$ cat src/pkg/sbt_defines.vh
`ifndef SBT_DEFINES_VH
`define SBT_DEFINES_VH

// register offsets on the plain register port
`define SBT_OFS_CTRL_A      3'h0
`define SBT_OFS_CTRL_B      3'h1
`define SBT_OFS_CNT_LO      3'h2
`define SBT_OFS_CNT_HI      3'h3
`define SBT_OFS_CMPA_LO     3'h4
`define SBT_OFS_CMPA_HI     3'h5
`define SBT_OFS_CMPP        3'h6
`define SBT_OFS_STATUS      3'h7

// timer_control_a fields
`define SBT_A_PAUSE         7
`define SBT_A_CLK_HI        6
`define SBT_A_CLK_LO        4
`define SBT_A_ON            3

// timer_control_b fields
`define SBT_B_MODE_HI       7
`define SBT_B_MODE_LO       6
`define SBT_B_PIN_HI        5
`define SBT_B_PIN_LO        4
`define SBT_B_OLC           3
`define SBT_B_INV           2
`define SBT_B_SWAP          1
`define SBT_B_CLR           0

// status fields (write one to clear)
`define SBT_S_FLAG_A        0
`define SBT_S_FLAG_P        1

// reset values
`define SBT_RST_BYTE        8'h00
`define SBT_RST_WORD        16'h0000

// operating modes
`define SBT_MODE_CMP        2'h0
`define SBT_MODE_CAP        2'h1
`define SBT_MODE_PWM        2'h2
`define SBT_MODE_TMR        2'h3

// clock source codes
`define SBT_CK_SYS4         3'h0
`define SBT_CK_SYS          3'h1
`define SBT_CK_HI16         3'h2
`define SBT_CK_HI64         3'h3
`define SBT_CK_TBC          3'h4
`define SBT_CK_UNDEF        3'h5
`define SBT_CK_EXTR         3'h6
`define SBT_CK_EXTF         3'h7

// prescaler terminal counts
`define SBT_SYS4_LAST       2'h3
`define SBT_HI16_LAST       4'hF
`define SBT_HI64_LAST       6'h3F

`endif

$ cat src/verilog/sbt_edge_det.v
`timescale 1ns/1ps
// single-cycle rise and fall pulses of a synchronous level
module sbt_edge_det (
    input  wire ref_clk,
    input  wire rstn,
    input  wire sigIn,
    output wire risePulse,
    output wire fallPulse
);

    reg prev_r;

    // previous level; reset low so a high input at release reads as a rise
    always @(posedge ref_clk or negedge rstn) begin
        if (!rstn) begin
            prev_r <= 1'b0;
        end else begin
            prev_r <= sigIn;
        end
    end

    assign risePulse = sigIn & ~prev_r;
    assign fallPulse = ~sigIn & prev_r;

endmodule

$ cat src/verilog/sbt_timer.v
// Functional notes
// - comparator P matches counter upper byte
// - comparator A matches all 16 bits
// - counter not writable; on rise clears
// - overflow or selected match clears counter
// - pause bit holds count, resumes later
// - clock select picks counter clock source
// - code 101 gives no clock
// - on bit low stops, keeps count
// - on bit rising clears counter
// - on rising restores compare output level
// - control A low bits read zero
// - mode field selects operating mode
// - compare mode: none, low, high, toggle
// - pwm: inactive, active, pwm, single pulse
// - capture edge: rise, fall, both, off
// - equal level gives no visible change
// - external input and two output pins
// - counter read only, compare A read/write
// - output control: initial or active level
// - invert bit flips pin, not timer mode
// - swap bit exchanges period and duty
// - clear source: A match or P/overflow
//
// The register offsets and strobed register access are this design's own decisions.
`timescale 1ns/1ps
`include "sbt_defines.vh"
module sbt_timer (
    input  wire       ref_clk,
    input  wire       rstn,
    input  wire [2:0] regAddr,
    input  wire [7:0] regWdata,
    input  wire       regWrite,
    input  wire       regRead,
    output reg  [7:0] regRdata,
    input  wire       highClkTick,
    input  wire       timebaseTick,
    input  wire       extClockPin,
    input  wire       captureInPin,
    output wire       timerOutPin0,
    output wire       timerOutPin1,
    output wire       timerOutEn,
    output reg        matchAEvent,
    output reg        matchPEvent
);

    // ----------
    // registers and state
    // ----------
    reg        countPause_r;
    reg  [2:0] clockSourceSel_r;
    reg        moduleOn_r;
    reg  [1:0] operatingModeSel_r;
    reg  [1:0] pinFunctionSel_r;
    reg        outputLevelCtrl_r;
    reg        outputInvert_r;
    reg        periodDutySwap_r;
    reg        clearSourceSel_r;
    reg  [15:0] compareAValue_r;
    reg  [7:0] comparePValue_r;
    reg  [15:0] count_r;
    reg  [15:0] count_nxt;
    reg        onPrev_r;
    reg  [1:0] sysDiv_r;
    reg  [5:0] highDiv_r;
    reg        flagA_r;
    reg        flagP_r;
    reg        cmpLevel_r;
    reg        pulseDone_r;

    wire       extRise;
    wire       extFall;
    wire       capRise;
    wire       capFall;

    wire       onRise;
    wire       running;
    reg        clkSel;
    wire       tick;
    wire [15:0] countInc;
    wire       aHit;
    wire       pHit;
    wire [15:0] dutyValue;
    wire       dutyActive;
    reg        captureEdge;
    wire       captureHit;
    reg        counterClear;
    wire       wrStatus;

    // ----------
    // pin edge detectors
    // ----------
    // external clock source pin
    sbt_edge_det u_extEdge (
        .ref_clk   (ref_clk),
        .rstn      (rstn),
        .sigIn     (extClockPin),
        .risePulse (extRise),
        .fallPulse (extFall)
    );

    // capture trigger pin
    sbt_edge_det u_capEdge (
        .ref_clk   (ref_clk),
        .rstn      (rstn),
        .sigIn     (captureInPin),
        .risePulse (capRise),
        .fallPulse (capFall)
    );

    // ----------
    // clock source selection
    // ----------
    assign onRise  = moduleOn_r & ~onPrev_r;
    assign running = moduleOn_r & ~countPause_r & ~onRise;

    // prescalers stop with the module to save power
    always @(posedge ref_clk or negedge rstn) begin
        if (!rstn) begin
            sysDiv_r  <= 2'h0;
            highDiv_r <= 6'h00;
            onPrev_r  <= 1'b0;
        end else begin
            onPrev_r <= moduleOn_r;
            if (moduleOn_r) begin
                sysDiv_r <= sysDiv_r + 2'h1;
                if (highClkTick) begin
                    highDiv_r <= highDiv_r + 6'h01;
                end
            end
        end
    end

    // source mux, one tick per counter clock period
    always @* begin
        case (clockSourceSel_r)
            `SBT_CK_SYS4: clkSel = (sysDiv_r == `SBT_SYS4_LAST);
            `SBT_CK_SYS:  clkSel = 1'b1;
            `SBT_CK_HI16: clkSel = highClkTick &
                                   (highDiv_r[3:0] == `SBT_HI16_LAST);
            `SBT_CK_HI64: clkSel = highClkTick &
                                   (highDiv_r == `SBT_HI64_LAST);
            `SBT_CK_TBC:  clkSel = timebaseTick;
            `SBT_CK_EXTR: clkSel = extRise;
            `SBT_CK_EXTF: clkSel = extFall;
            default:      clkSel = 1'b0;
        endcase
    end

    // single pulse stops the counter once its pulse has ended
    assign tick = clkSel & running & ~pulseDone_r;

    // ----------
    // comparators
    // ----------
    assign countInc = count_r + 16'h0001;
    // A hits when the counter would reach its value; zero never hits
    assign aHit = tick & (countInc == compareAValue_r) &
                  (compareAValue_r != `SBT_RST_WORD);
    // P compares the upper byte; zero lands on the overflow
    assign pHit = tick & (countInc[15:8] == comparePValue_r) &
                  (countInc[7:0] == 8'h00);

    assign dutyValue  = periodDutySwap_r ? {comparePValue_r, 8'h00}
                                         : compareAValue_r;
    // duty at or above the period keeps the output active throughout
    assign dutyActive = (count_r < dutyValue);

    // capture trigger decode
    always @* begin
        case (pinFunctionSel_r)
            2'h0:    captureEdge = capRise;
            2'h1:    captureEdge = capFall;
            2'h2:    captureEdge = capRise | capFall;
            default: captureEdge = 1'b0;
        endcase
    end
    assign captureHit = moduleOn_r &
                        (operatingModeSel_r == `SBT_MODE_CAP) &
                        captureEdge;

    // clear event per mode
    always @* begin
        case (operatingModeSel_r)
            `SBT_MODE_PWM: counterClear = periodDutySwap_r ? aHit : pHit;
            `SBT_MODE_CAP: counterClear = pHit;
            default:       counterClear = clearSourceSel_r ? aHit
                                                           : pHit;
        endcase
    end

    // ----------
    // counter
    // ----------
    always @* begin
        count_nxt = count_r;
        if (onRise) begin
            count_nxt = `SBT_RST_WORD;
        end else if (tick) begin
            if (counterClear) begin
                count_nxt = `SBT_RST_WORD;
            end else begin
                count_nxt = countInc;
            end
        end
    end

    always @(posedge ref_clk or negedge rstn) begin
        if (!rstn) begin
            count_r <= `SBT_RST_WORD;
        end else begin
            count_r <= count_nxt;
        end
    end

    // ----------
    // event pulses and sticky flags
    // ----------
    assign wrStatus = regWrite & (regAddr == `SBT_OFS_STATUS);

    // P event is suppressed when the clear source bit selects A outside pwm
    always @(posedge ref_clk or negedge rstn) begin
        if (!rstn) begin
            matchAEvent <= 1'b0;
            matchPEvent <= 1'b0;
            flagA_r     <= 1'b0;
            flagP_r     <= 1'b0;
        end else begin
            matchAEvent <= aHit | captureHit;
            matchPEvent <= pHit & ~(clearSourceSel_r &
                           (operatingModeSel_r != `SBT_MODE_PWM));
            // a new event wins over a clear in the same cycle
            if (aHit | captureHit) begin
                flagA_r <= 1'b1;
            end else if (wrStatus & regWdata[`SBT_S_FLAG_A]) begin
                flagA_r <= 1'b0;
            end
            if (pHit & ~(clearSourceSel_r &
                (operatingModeSel_r != `SBT_MODE_PWM))) begin
                flagP_r <= 1'b1;
            end else if (wrStatus & regWdata[`SBT_S_FLAG_P]) begin
                flagP_r <= 1'b0;
            end
        end
    end

    // ----------
    // output waveform
    // ----------
    // compare level restarts from the output control bit at switch-on
    always @(posedge ref_clk or negedge rstn) begin
        if (!rstn) begin
            cmpLevel_r  <= 1'b0;
            pulseDone_r <= 1'b0;
        end else begin
            if (onRise) begin
                cmpLevel_r <= outputLevelCtrl_r;
            end else if (aHit &
                         (operatingModeSel_r == `SBT_MODE_CMP)) begin
                case (pinFunctionSel_r)
                    2'h1:    cmpLevel_r <= 1'b0;
                    2'h2:    cmpLevel_r <= 1'b1;
                    2'h3:    cmpLevel_r <= ~cmpLevel_r;
                    default: cmpLevel_r <= cmpLevel_r;
                endcase
            end
            // single pulse ends at the duty point and is rearmed on
            if (onRise) begin
                pulseDone_r <= 1'b0;
            end else if (tick & (operatingModeSel_r == `SBT_MODE_PWM) &
                         (pinFunctionSel_r == 2'h3) &
                         (countInc >= dutyValue)) begin
                pulseDone_r <= 1'b1;
            end
        end
    end

    reg pinLevel;
    // active level follows output control; invert applies last
    always @* begin
        case (operatingModeSel_r)
            `SBT_MODE_CMP: pinLevel = cmpLevel_r;
            `SBT_MODE_PWM: begin
                case (pinFunctionSel_r)
                    2'h0:    pinLevel = ~outputLevelCtrl_r;
                    2'h1:    pinLevel = outputLevelCtrl_r;
                    2'h2:    pinLevel = dutyActive ? outputLevelCtrl_r
                                                   : ~outputLevelCtrl_r;
                    default: pinLevel = (moduleOn_r & ~pulseDone_r) ?
                                        outputLevelCtrl_r
                                      : ~outputLevelCtrl_r;
                endcase
            end
            default:       pinLevel = 1'b0;
        endcase
    end

    // pins idle undriven in timer and capture modes
    assign timerOutEn   = (operatingModeSel_r == `SBT_MODE_CMP) |
                          (operatingModeSel_r == `SBT_MODE_PWM);
    assign timerOutPin0 = timerOutEn & (pinLevel ^ outputInvert_r);
    assign timerOutPin1 = timerOutPin0;

    // ----------
    // register port
    // ----------
    // writes; capture overrides a same-cycle write to compare A
    always @(posedge ref_clk or negedge rstn) begin
        if (!rstn) begin
            countPause_r       <= 1'b0;
            clockSourceSel_r   <= 3'h0;
            moduleOn_r         <= 1'b0;
            operatingModeSel_r <= 2'h0;
            pinFunctionSel_r   <= 2'h0;
            outputLevelCtrl_r  <= 1'b0;
            outputInvert_r     <= 1'b0;
            periodDutySwap_r   <= 1'b0;
            clearSourceSel_r   <= 1'b0;
            compareAValue_r    <= `SBT_RST_WORD;
            comparePValue_r    <= `SBT_RST_BYTE;
        end else begin
            if (regWrite) begin
                case (regAddr)
                    `SBT_OFS_CTRL_A: begin
                        countPause_r     <= regWdata[`SBT_A_PAUSE];
                        clockSourceSel_r <=
                            regWdata[`SBT_A_CLK_HI:`SBT_A_CLK_LO];
                        moduleOn_r       <= regWdata[`SBT_A_ON];
                    end
                    `SBT_OFS_CTRL_B: begin
                        operatingModeSel_r <=
                            regWdata[`SBT_B_MODE_HI:`SBT_B_MODE_LO];
                        pinFunctionSel_r   <=
                            regWdata[`SBT_B_PIN_HI:`SBT_B_PIN_LO];
                        outputLevelCtrl_r  <= regWdata[`SBT_B_OLC];
                        outputInvert_r     <= regWdata[`SBT_B_INV];
                        periodDutySwap_r   <= regWdata[`SBT_B_SWAP];
                        clearSourceSel_r   <= regWdata[`SBT_B_CLR];
                    end
                    `SBT_OFS_CMPA_LO: compareAValue_r[7:0]  <= regWdata;
                    `SBT_OFS_CMPA_HI: compareAValue_r[15:8] <= regWdata;
                    `SBT_OFS_CMPP:    comparePValue_r       <= regWdata;
                    default: ;
                endcase
            end
            if (captureHit) begin
                compareAValue_r <= count_r;
            end
        end
    end

    // read data one cycle after the strobe, zero otherwise
    always @(posedge ref_clk or negedge rstn) begin
        if (!rstn) begin
            regRdata <= `SBT_RST_BYTE;
        end else if (regRead) begin
            case (regAddr)
                `SBT_OFS_CTRL_A:  regRdata <= {countPause_r,
                                               clockSourceSel_r,
                                               moduleOn_r,
                                               3'h0};
                `SBT_OFS_CTRL_B:  regRdata <= {operatingModeSel_r,
                                               pinFunctionSel_r,
                                               outputLevelCtrl_r,
                                               outputInvert_r,
                                               periodDutySwap_r,
                                               clearSourceSel_r};
                `SBT_OFS_CNT_LO:  regRdata <= count_r[7:0];
                `SBT_OFS_CNT_HI:  regRdata <= count_r[15:8];
                `SBT_OFS_CMPA_LO: regRdata <= compareAValue_r[7:0];
                `SBT_OFS_CMPA_HI: regRdata <= compareAValue_r[15:8];
                `SBT_OFS_CMPP:    regRdata <= comparePValue_r;
                default:          regRdata <= {6'h00, flagP_r, flagA_r};
            endcase
        end else begin
            regRdata <= `SBT_RST_BYTE;
        end
    end

endmodule

$ cat config.mk
export PLATFORM = sky130hd
export DESIGN_NAME = sbt_timer
export DESIGN_NICKNAME = d
export VERILOG_FILES = /design/src/verilog/sbt_edge_det.v /design/src/verilog/sbt_timer.v
export VERILOG_INCLUDE_DIRS = /design/src /design/src/pkg
export SDC_FILE = /design/constraint.sdc
export NUM_CORES = 1
export LEC_CHECK = 0
export BUFFER_PORTS_ARGS = -buffer_cell sky130_fd_sc_hd__buf_2
export CAP_MARGIN = 15
export CORE_MARGIN = 2
export CORE_UTILIZATION = 25
export CTS_CLUSTER_DIAMETER = 30
export DETAILED_ROUTE_END_ITERATION = 8
export PLACE_DENSITY = 0.42
export SYNTH_ARGS = -nofsm -noshare
export SYNTH_HDL_FRONTEND = slang
export SYNTH_SLANG_ARGS = --single-unit
$ cat constraint.sdc
create_clock -name ref_clk -period 4.3 [get_ports ref_clk]
set_clock_uncertainty 0.2 [all_clocks]
set_input_delay 0.86 -clock ref_clk [delete_from_list [all_inputs] [get_ports ref_clk]]
set_output_delay 0.86 -clock ref_clk [all_outputs]
set_load 0.01 [all_outputs]
==> impl_metrics.yaml, run 1 <==
critical_path:
  path_buf_inv: 1
  cpMaxStageDelayCell: "dfrtp_2"
  r2r-end: "count_r[3]"
  endpoint_kind: "output pin"
  worst_setup_path_start_kind: "flop"
  critPathTopFamily: "compound AO/OA/AOI/OAI gates"
  r2r-start: "count_r[0]"
  critical_path_required_ns: 3.24
  worstPathCellList: "nand2b_1 -> ha_1 -> a2111oi_1 -> a221o_1 -> a211oi_1 -> o21ai_0 -> o31a_1 -> nand4_1 -> a32oi_1 -> buf_2"
  path_class: "reg2out"
  cp.arrival_ns: 3.08
  critical_path.max_fanout: 13
  reg2reg_depth: 11
  cp.depth: 10
  r2r_setup_slack_ns: 0.57
  max_stage_delay_ns: 0.51
route:
  wl_met2_um: 10300
  vias: 5308
  wirelength_met1_um: 9888
  ant_nets: 0
  top_layer_used: "met4"
  met3_length_um: 963
  drt_first_pass_iters: 5
  drt_iter0_drc: 339
  wl_per_cell_um: 21.11
  vias_per_cell: 5.184
  drc: 0
  wirelength_um: 21610
sta:
  period_share_pct: 96.35
  drv_slew: 0
  relSlewSlack_pct: 39.31
  layout_min_cycle_time_ns: 4.143
  max_freq_mhz: 241.4
  holdWs_ns: 0.2774
  worst_pin_slew_ns: 0.9103
  hold_violations: 0
  finalSetupViolCount: 0
outcome:
  status: "completed"
logic_synthesis:
  synth-seq-cells: 78
  yosysTopAreaCell: "dfrtp_1"
  syn-num-nets: 731
  synth_area_per_cell_um2: 9.097
  ys_types: 70
  synth_common_cells: "78 x dfrtp_1, 66 x nand2_1, 44 x ha_1"
  synth_ff_type: "dfrtp_1"
  synth_seq_area_share_pct: 32.12
  synth_edf_count: 0
  ys_warn_count: 0
  synthCells: 668
  synth.most_common_cell: "dfrtp_1"
  synthArstFlopShare_pct: 100.0
  netlist_top_cells_area: "dfrtp_1 32%, ha_1 9.1%, mux2i_1 5.9%"
  synth_top_cell_area_share_pct: 32.12
  syn_area_um2: 6077
die:
  die_h_um: 159.9
  die_area_um2: 25570
  pin_count: 32
  std_cell_rows: 57
  initial_core_util_pct: 25.21
  fp.dieW_um: 159.9
  core_um2: 24110
cts:
  htreeDepth: 3
  cts_num_sinks: 78
  path_clk_slew_ns: 0.07
  cts_buffers: 9
  clock_latency_ns: 0.36
  cts_buffer_depth: 2
  holdBufCountCts: 0
  cts_tree: "yes"
  cts_root_buf: "clkbuf_16"
global_route:
  grt_remaining_overflow: 0
  grt_use_total_pct: 17.10
  grt_pass1_wl_um: 32870
  grt_antenna_before_repair: 0
  grt_pass1_vias: 5113
  grt_max_degree: 64
hold_path:
  hp-class: "reg2reg"
  hold-path-cell-count: 1
  min_to: "highDiv_r[5]"
  holdCritStartpoint: "highDiv_r[5]"
layout:
  drive_above_1_share_pct: 16.43
  synthToLayoutAreaGrowth_pct: 14.56
  regArea_um2: 1953
  fin_area_um2: 6962
  nets: 758
  post-route-util_pct: 28.88
  diodes: 0
  multiInputGateArea_um2: 3847
  num-fill-cells: 2600
place:
  gp_congestion: 0.8656
  hpwlAfterDp_um: 16230
  place_area_um2: 6654
  io_buffers: 31
pwr:
  ir_worst_vdd_v: 0.0002383
  pwr_density_cell_nw_per_um2: 433.8
  power_w: 0.003020
  leakage_nw: 3.054
run:
  max_cap_violations: 0
==> metal layers <==
layer  GRT usage, %  up-vias
li1               -     2505
met1          23.34     2639
met2          27.94      141
met3          2.390       23
met4          5.610        0
met5              0        -
==> stage by stage <==
stage	setup TNS [ns]	worst slack (ns)	instances
finish	0	0.1568	1024
floorplan	0	0.3109	668
detailed placement	0	0.4509	1006
global route	-0.02706	-0.01483	1024
global placement	0	0.4550	1006
CTS	0	0.05187	1022
==> logic make-up (layout without fill, tap and decap cells) <==
logic type / count (synthesis) / after routing / synth area share (%)
compound gates: 146 / 146 / 16.22
xor+xnor: 34 / 34 / 6.300
fa+ha+maj: 44 / 44 / 9.059
buf+inv: 68 / 100 / 4.674
flops: 78 / 78 / 32.12
mux: 60 / 60 / 10.93
simple gates: 238 / 238 / 20.69
==> cells in the final DEF (no fill, tap or decap), types with 9 or more instances in the layout <==
master / count
dfrtp_1: 77
nand2_1: 66
ha_1: 44
o21ai_0: 42
nor2_1: 38
mux2i_1: 36
buf_2: 30
buf_4: 30
nand3_1: 25
inv_1: 24
mux2_2: 21
xnor2_1: 19
nand4_1: 17
a21oi_1: 17
nand2b_1: 15
nor2b_1: 15
a31oi_1: 12
a21o_1: 11
nor4_1: 10
nor3_1: 9
xor2_1: 9
clkbuf_16: 9
==> power by group <==
| part | leakage [nW] | total (W) | switching (W) | internal (W) |
|---|---|---|---|---|
| sequential | 0.992 | 0.00120 | 0.000305 | 0.000894 |
| combinational | 1.93 | 0.00106 | 0.000566 | 0.000491 |
| clock | 0.132 | 0.000764 | 0.000362 | 0.000403 |
| total | 3.05 | 0.00302 | 0.00123 | 0.00179 |
==> flip-flops by register name (all words and copies together), names as in the netlist, 2 cells and up <==
register and cells:
count_r 16, operatingModeSel_r 2, clockSourceSel_r 3, compareAValue_r 16, highDiv_r 6, sysDiv_r 2, regRdata 8, comparePValue_r 8
pinFunctionSel_r 2
==> what timing repair did <==
item / CTS / global route
resized for setup: 0 / 2
setup buffers: 0 / 2
setup endpoints to repair: 0 / 2
==> area by class of cell <==
class | instances | area share, %
clock inverter | 7 | 0.9346
sequential | 78 | 28.06
clock buffer | 9 | 3.235
timing repair buffer | 60 | 5.392
tap | 324 | 5.823
multi-input combinational | 522 | 55.27
inverter | 24 | 1.294
==> worst max-delay path by stage <==
stage	from	end
after global routing	periodDutySwap_r	timerOutPin1
final	periodDutySwap_r	timerOutPin0
after floorplan	periodDutySwap_r	timerOutPin1
after CTS	periodDutySwap_r	timerOutPin0
after detailed placement	periodDutySwap_r	timerOutPin1
after global placement	periodDutySwap_r	timerOutPin1
(Power assumes the default switching activity.)
==> inputs of run 2 (changes only) <==
- clock period: 4.3 -> 4.8 ns (I/O delays scaled with it)
==> run 2 against run 1 <==
Compared with the run above:
- sequential cell count unchanged
- register-to-register slack improved by 0.26 ns
- sequential share of layout area up 0.28 points
- largest cell class unchanged
- clock power is 8.0% lower
- core utilization down 0.30 points
- combinational power is 13% lower
- die area unchanged
- cell area shrank 1.0%
- via count is 1.4% lower
- first-iteration DRC count is 9.1% higher
- setup slack improved by 0.20 ns
- critical path depth is the same
==> impl_metrics.yaml, run 2 (synthesis results as in run 1) <==
layout:
  nets: 748
  layout_commonest_cell: "dfrtp_1"
  num-fill-cells: 2623
  fin_area_um2: 6889
  synthToLayoutAreaGrowth_pct: 13.36
  final_cell_mix: "78 x dfrtp_1, 66 x nand2_1, 44 x ha_1"
  diodes: 0
  drive_above_1_share_pct: 15.07
  reg.largest.list: "compareAValue_r x16, count_r x16"
pwr:
  power.share.clock_pct: 26.1
  combinationalPowerShare_pct: 34.3
  intPower_w: 0.001595
  pwr_density_cell_nw_per_um2: 390.0
  leakage_nw: 3.014
  swShare_pct: 40.62
  power.switching_w: 0.001091
  ir_worst_vdd_v: 0.0001600
  seq_power_share_pct: 39.6
outcome:
  status: "completed"
critical_path:
  critical_path.max_fanout: 16
  cp.arrival_ns: 3.29
  r2r_setup_slack_ns: 0.83
  reg2reg_depth: 10
  worst_setup_path_start_kind: "flop"
  path_class: "reg2out"
  critical_path_required_ns: 3.64
  endpoint_kind: "output pin"
  r2r-end: "count_r[15]"
  r2r-start: "count_r[1]"
die:
  core_um2: 24110
  initial_core_util_pct: 25.21
  die_h_um: 159.9
  fp.dieW_um: 159.9
  std_cell_rows: 57
  pin_count: 32
  die_area_um2: 25570
cts:
  clock_latency_ns: 0.36
  post_cts_buffers: 0
  cts_tree: "yes"
  htreeDepth: 3
  post_cts_resized: 0
  cts_buffers: 9
  cts_buffer_depth: 2
  cts_num_sinks: 78
  cts_root_buf: "clkbuf_16"
  path_clk_slew_ns: 0.07
  holdBufCountCts: 0
hold_path:
  min_to: "highDiv_r[5]"
  hold-path-cell-count: 1
  hp-class: "reg2reg"
  holdCritStartpoint: "highDiv_r[5]"
place:
  hpwlAfterDp_um: 15790
  io_buffers: 31
  gp_congestion: 0.8996
  place_area_um2: 6594
global_route:
  use_met2_pct: 27.88
  grt_pass1_wl_um: 32920
  grt.met1_usage_pct: 23.04
  grt_antenna_before_repair: 0
  grt_max_degree: 48
  grt_remaining_overflow: 0
  grt_pass1_vias: 5228
  use_met3_pct: 2.234
  grt_use_total_pct: 16.95
  busiest_layer: "met2"
sta:
  hold_violations: 0
  max_freq_mhz: 224.9
  layout_min_cycle_time_ns: 4.446
  worst_pin_slew_ns: 0.7538
  tns_ns: 0
  period_share_pct: 92.62
  finalSetupViolCount: 0
  rsz0062_at_grt: "no"
  drv_slew: 0
  relSlewSlack_pct: 49.36
route:
  wirelength_um: 21120
  drc: 0
  drt_iter0_drc: 370
  vias_per_cell: 5.162
  wl_per_cell_um: 20.83
  vias: 5234
  ant_nets: 0
  drt_first_pass_iters: 5
run:
  max_cap_violations: 0
run 2: changes by cell type in the layout (fill, tap and decap cells not counted):
cell | before | now
a2111oi_1 | 1 | 0
inv_8 | 0 | 1
clkinvlp_4 | 3 | 1
buf_4 | 30 | 20
a2111oi_0 | 3 | 4
dfrtp_2 | 1 | 0
inv_6 | 3 | 1
clkinv_4 | 0 | 3
dfrtp_1 | 77 | 78
run 2: per-layer routing:
| metal | up-vias | routed length (µm) |
|---|---|---|
| li1 | 2485 | - |
| met1 | 2570 | 9681 |
| met2 | 151 | 10030 |
| met3 | 28 | 957 |
| met4 | 0 | 458 |
| met5 | - | 0 |
run 2: power groups by stage:
stage	sequential (W)	clock, W	combinational, W
after floorplan	0.000936	0	0.000700
after global placement	0.00107	0	0.000909
after detailed placement	0.00107	0	0.000919
after CTS	0.00106	0.000720	0.000923
after global routing	0.00108	0.000752	0.00104
final	0.00106	0.000703	0.000921
run 2: metrics by stage:
stage / power (W) / hold WS (ns) / util (%) / cells / setup WS, ns
6_report: 0.002687 / 0.2679 / 28.58 / 1014 / 0.3543
5_1_grt: 0.002873 / 0.2994 / 28.58 / 1014 / 0.1027
4_1_cts: 0.002706 / 0.2729 / 28.58 / 1014 / 0.3760
3_5_place_dp: 0.001992 / 0.2580 / 27.35 / 998 / 0.7743
3_3_place_gp: 0.001981 / 0.2602 / 27.35 / 998 / 0.7827
2_1_floorplan: 0.001636 / 0.1487 / - / 668 / 0.7109
run 2: worst max-delay path by stage:
| stage | to | startpoint | slack, ns |
|---|---|---|---|
| after CTS | timerOutPin1 | periodDutySwap_r | 0.38 |
| after floorplan | timerOutPin1 | periodDutySwap_r | 0.71 |
| after global placement | timerOutPin0 | periodDutySwap_r | 0.78 |
| final | timerOutPin0 | periodDutySwap_r | 0.35 |
| after detailed placement | timerOutPin1 | periodDutySwap_r | 0.77 |
| after global routing | timerOutPin1 | periodDutySwap_r | 0.10 |
run 2: cell type report:
type | instances | area, µm² | share of cell area (%)
Clock inverter | 7 | 70.07 | 1.017
Clock buffer | 9 | 225.2 | 3.269
Sequential cell | 78 | 1952 | 28.33
Inverter | 24 | 90.09 | 1.308
Multi-Input combinational cell | 522 | 3846 | 55.83
Timing Repair Buffer | 50 | 300.3 | 4.359
Tap cell | 324 | 405.4 | 5.884
run 2: worst max-delay path, stage by stage (launching register included):
cell and delay, ns:
dfrtp_1 0.75, nand2b_1 0.22, ha_1 0.25, a2111oi_0 0.44, a221o_1 0.26, a211oi_1 0.09, o21ai_0 0.17, o31a_1 0.22
nand4_1 0.12, a32oi_1 0.25, buf_2 0.16
==> inputs of run 3 (changes only) <==
- clock period: 4.8 -> 5.5 ns (I/O delays scaled with it)
==> run 3 against run 2 <==
Compared with the run above:
- sequential share of layout area increased by 0.24 points
- die area did not move
- core utilization decreased by 0.24 points
- cell area down 0.85%
- hold slack improved by 0.0014 ns
- final cell count down 0.89%
==> impl_metrics.yaml, run 3 (synthesis results as in run 1) <==
layout:
  nets: 739
  reg.largest.list: "compareAValue_r x16, count_r x16"
  final_cell_mix: "78 x dfrtp_1, 66 x nand2_1, 44 x ha_1"
  layout_commonest_cell: "dfrtp_1"
  diodes: 0
  drive_above_1_share_pct: 13.95
  synthToLayoutAreaGrowth_pct: 12.39
  fin_area_um2: 6830
critical_path:
  worst_setup_path_start_kind: "flop"
  path_buf_inv: 1
  worstPathCellList: "nand2b_1 -> ha_1 -> a2111oi_0 -> a221o_1 -> a211oi_1 -> o21ai_0 -> o31a_1 -> nand4_1 -> a32oi_1 -> buf_2"
  critical_path_required_ns: 4.20
  max_stage_delay_ns: 0.84
  cp.arrival_ns: 3.39
  path_class: "reg2out"
  endpoint_kind: "output pin"
  critical_path.max_fanout: 20
  critPathTopFamily: "compound AO/OA/AOI/OAI gates"
  cpMaxStageDelayCell: "dfrtp_1"
cts:
  post_cts_resized: 0
  cts_buffer_depth: 2
  clock_latency_ns: 0.36
  htreeDepth: 3
  cts_buffers: 9
  cts_root_buf: "clkbuf_16"
  cts_tree: "yes"
  cts_num_sinks: 78
  post_cts_buffers: 0
  holdBufCountCts: 0
  path_clk_slew_ns: 0.07
route:
  drt_iter0_drc: 350
  drc: 0
  wirelength_um: 21350
  vias: 5216
  ant_nets: 0
  drt_first_pass_iters: 5
  vias_per_cell: 5.190
  wl_per_cell_um: 21.24
global_route:
  grt_use_total_pct: 17.06
  grt_max_degree: 49
  grt_remaining_overflow: 0
  grt_pass1_vias: 5171
  grt_pass1_wl_um: 33010
  grt_antenna_before_repair: 0
pwr:
  combinationalPowerShare_pct: 33.4
  pwr_density_cell_nw_per_um2: 347.6
  intPower_w: 0.001426
  ir_worst_vdd_v: 0.0001431
  power.switching_w: 0.0009480
  swShare_pct: 39.93
  seq_power_share_pct: 39.5
  power_w: 0.002374
  leakage_nw: 2.970
  power.share.clock_pct: 27.1
sta:
  drv_slew: 0
  worst_pin_slew_ns: 0.8843
  relSlewSlack_pct: 41.05
  hold_violations: 0
  layout_min_cycle_time_ns: 4.691
  tns_ns: 0
  fin_ws_ns: 0.8087
  finalSetupViolCount: 0
  max_freq_mhz: 213.2
  period_share_pct: 85.30
  rsz0062_at_grt: "no"
place:
  dp_slack_ns: 1.200
  place_area_um2: 6526
  hpwlAfterDp_um: 15570
  gp_congestion: 0.8854
  io_buffers: 31
die:
  fp.dieW_um: 159.9
  pin_count: 32
  die_h_um: 159.9
  core_um2: 24110
  die_area_um2: 25570
  std_cell_rows: 57
  initial_core_util_pct: 25.21
outcome:
  status: "completed"
run:
  max_cap_violations: 0
hold_path:
  hp-class: "reg2reg"
[run 3: final timing paths]
path                                            end  slack [ns]        startpoint  cells past startpoint
min in group asynchronous                count_r[3]        0.56              rstn                      1
worst min register to register         highDiv_r[5]        0.27      highDiv_r[5]                      1
worst max register to register          count_r[15]        1.40        count_r[1]                     10
max in group asynchronous       compareAValue_r[10]        3.60              rstn                      2
worst max-delay path                   timerOutPin0        0.81  periodDutySwap_r                     10
worst min-delay path                   highDiv_r[5]        0.27      highDiv_r[5]                      1
[run 3: area by class of cell]
class / instances / area (µm²)
Clock buffer: 9 / 225.2
Clock inverter: 7 / 78.83
Fill cell: 2601 / 17280
Inverter: 24 / 90.09
Multi-Input combinational cell: 522 / 3846
Sequential cell: 78 / 1952
Tap cell: 324 / 405.4
Timing Repair Buffer: 41 / 232.7
[run 3: power groups by stage]
stage | registers (W) | logic (W) | clock network [W]
after floorplan | 0.000817 | 0.000611 | 0
after global placement | 0.000947 | 0.000771 | 0
after detailed placement | 0.000947 | 0.000788 | 0
after CTS | 0.000938 | 0.000793 | 0.000656
after global routing | 0.000957 | 0.000888 | 0.000682
final | 0.000938 | 0.000793 | 0.000643
[run 3: per-layer routing]
layer | global-route usage [%] | up-vias | wire [µm] | part of all wire, %
met3 | 2.390 | 20 | 793 | 3.7
met1 | 23.45 | 2594 | 10030 | 47
li1 | - | 2481 | - | -
met2 | 28.26 | 121 | 10170 | 48
met5 | 0 | - | 0 | 0
met4 | 4.382 | 0 | 351 | 1.6
[run 3: stage by stage]
stage | utilization, % | hold WS [ns] | std cells
2_1_floorplan | - | 0.1487 | 668
3_3_place_gp | 27.07 | 0.2617 | 989
3_5_place_dp | 27.07 | 0.2628 | 989
4_1_cts | 28.33 | 0.2728 | 1005
5_1_grt | 28.33 | 0.3118 | 1005
6_report | 28.33 | 0.2693 | 1005
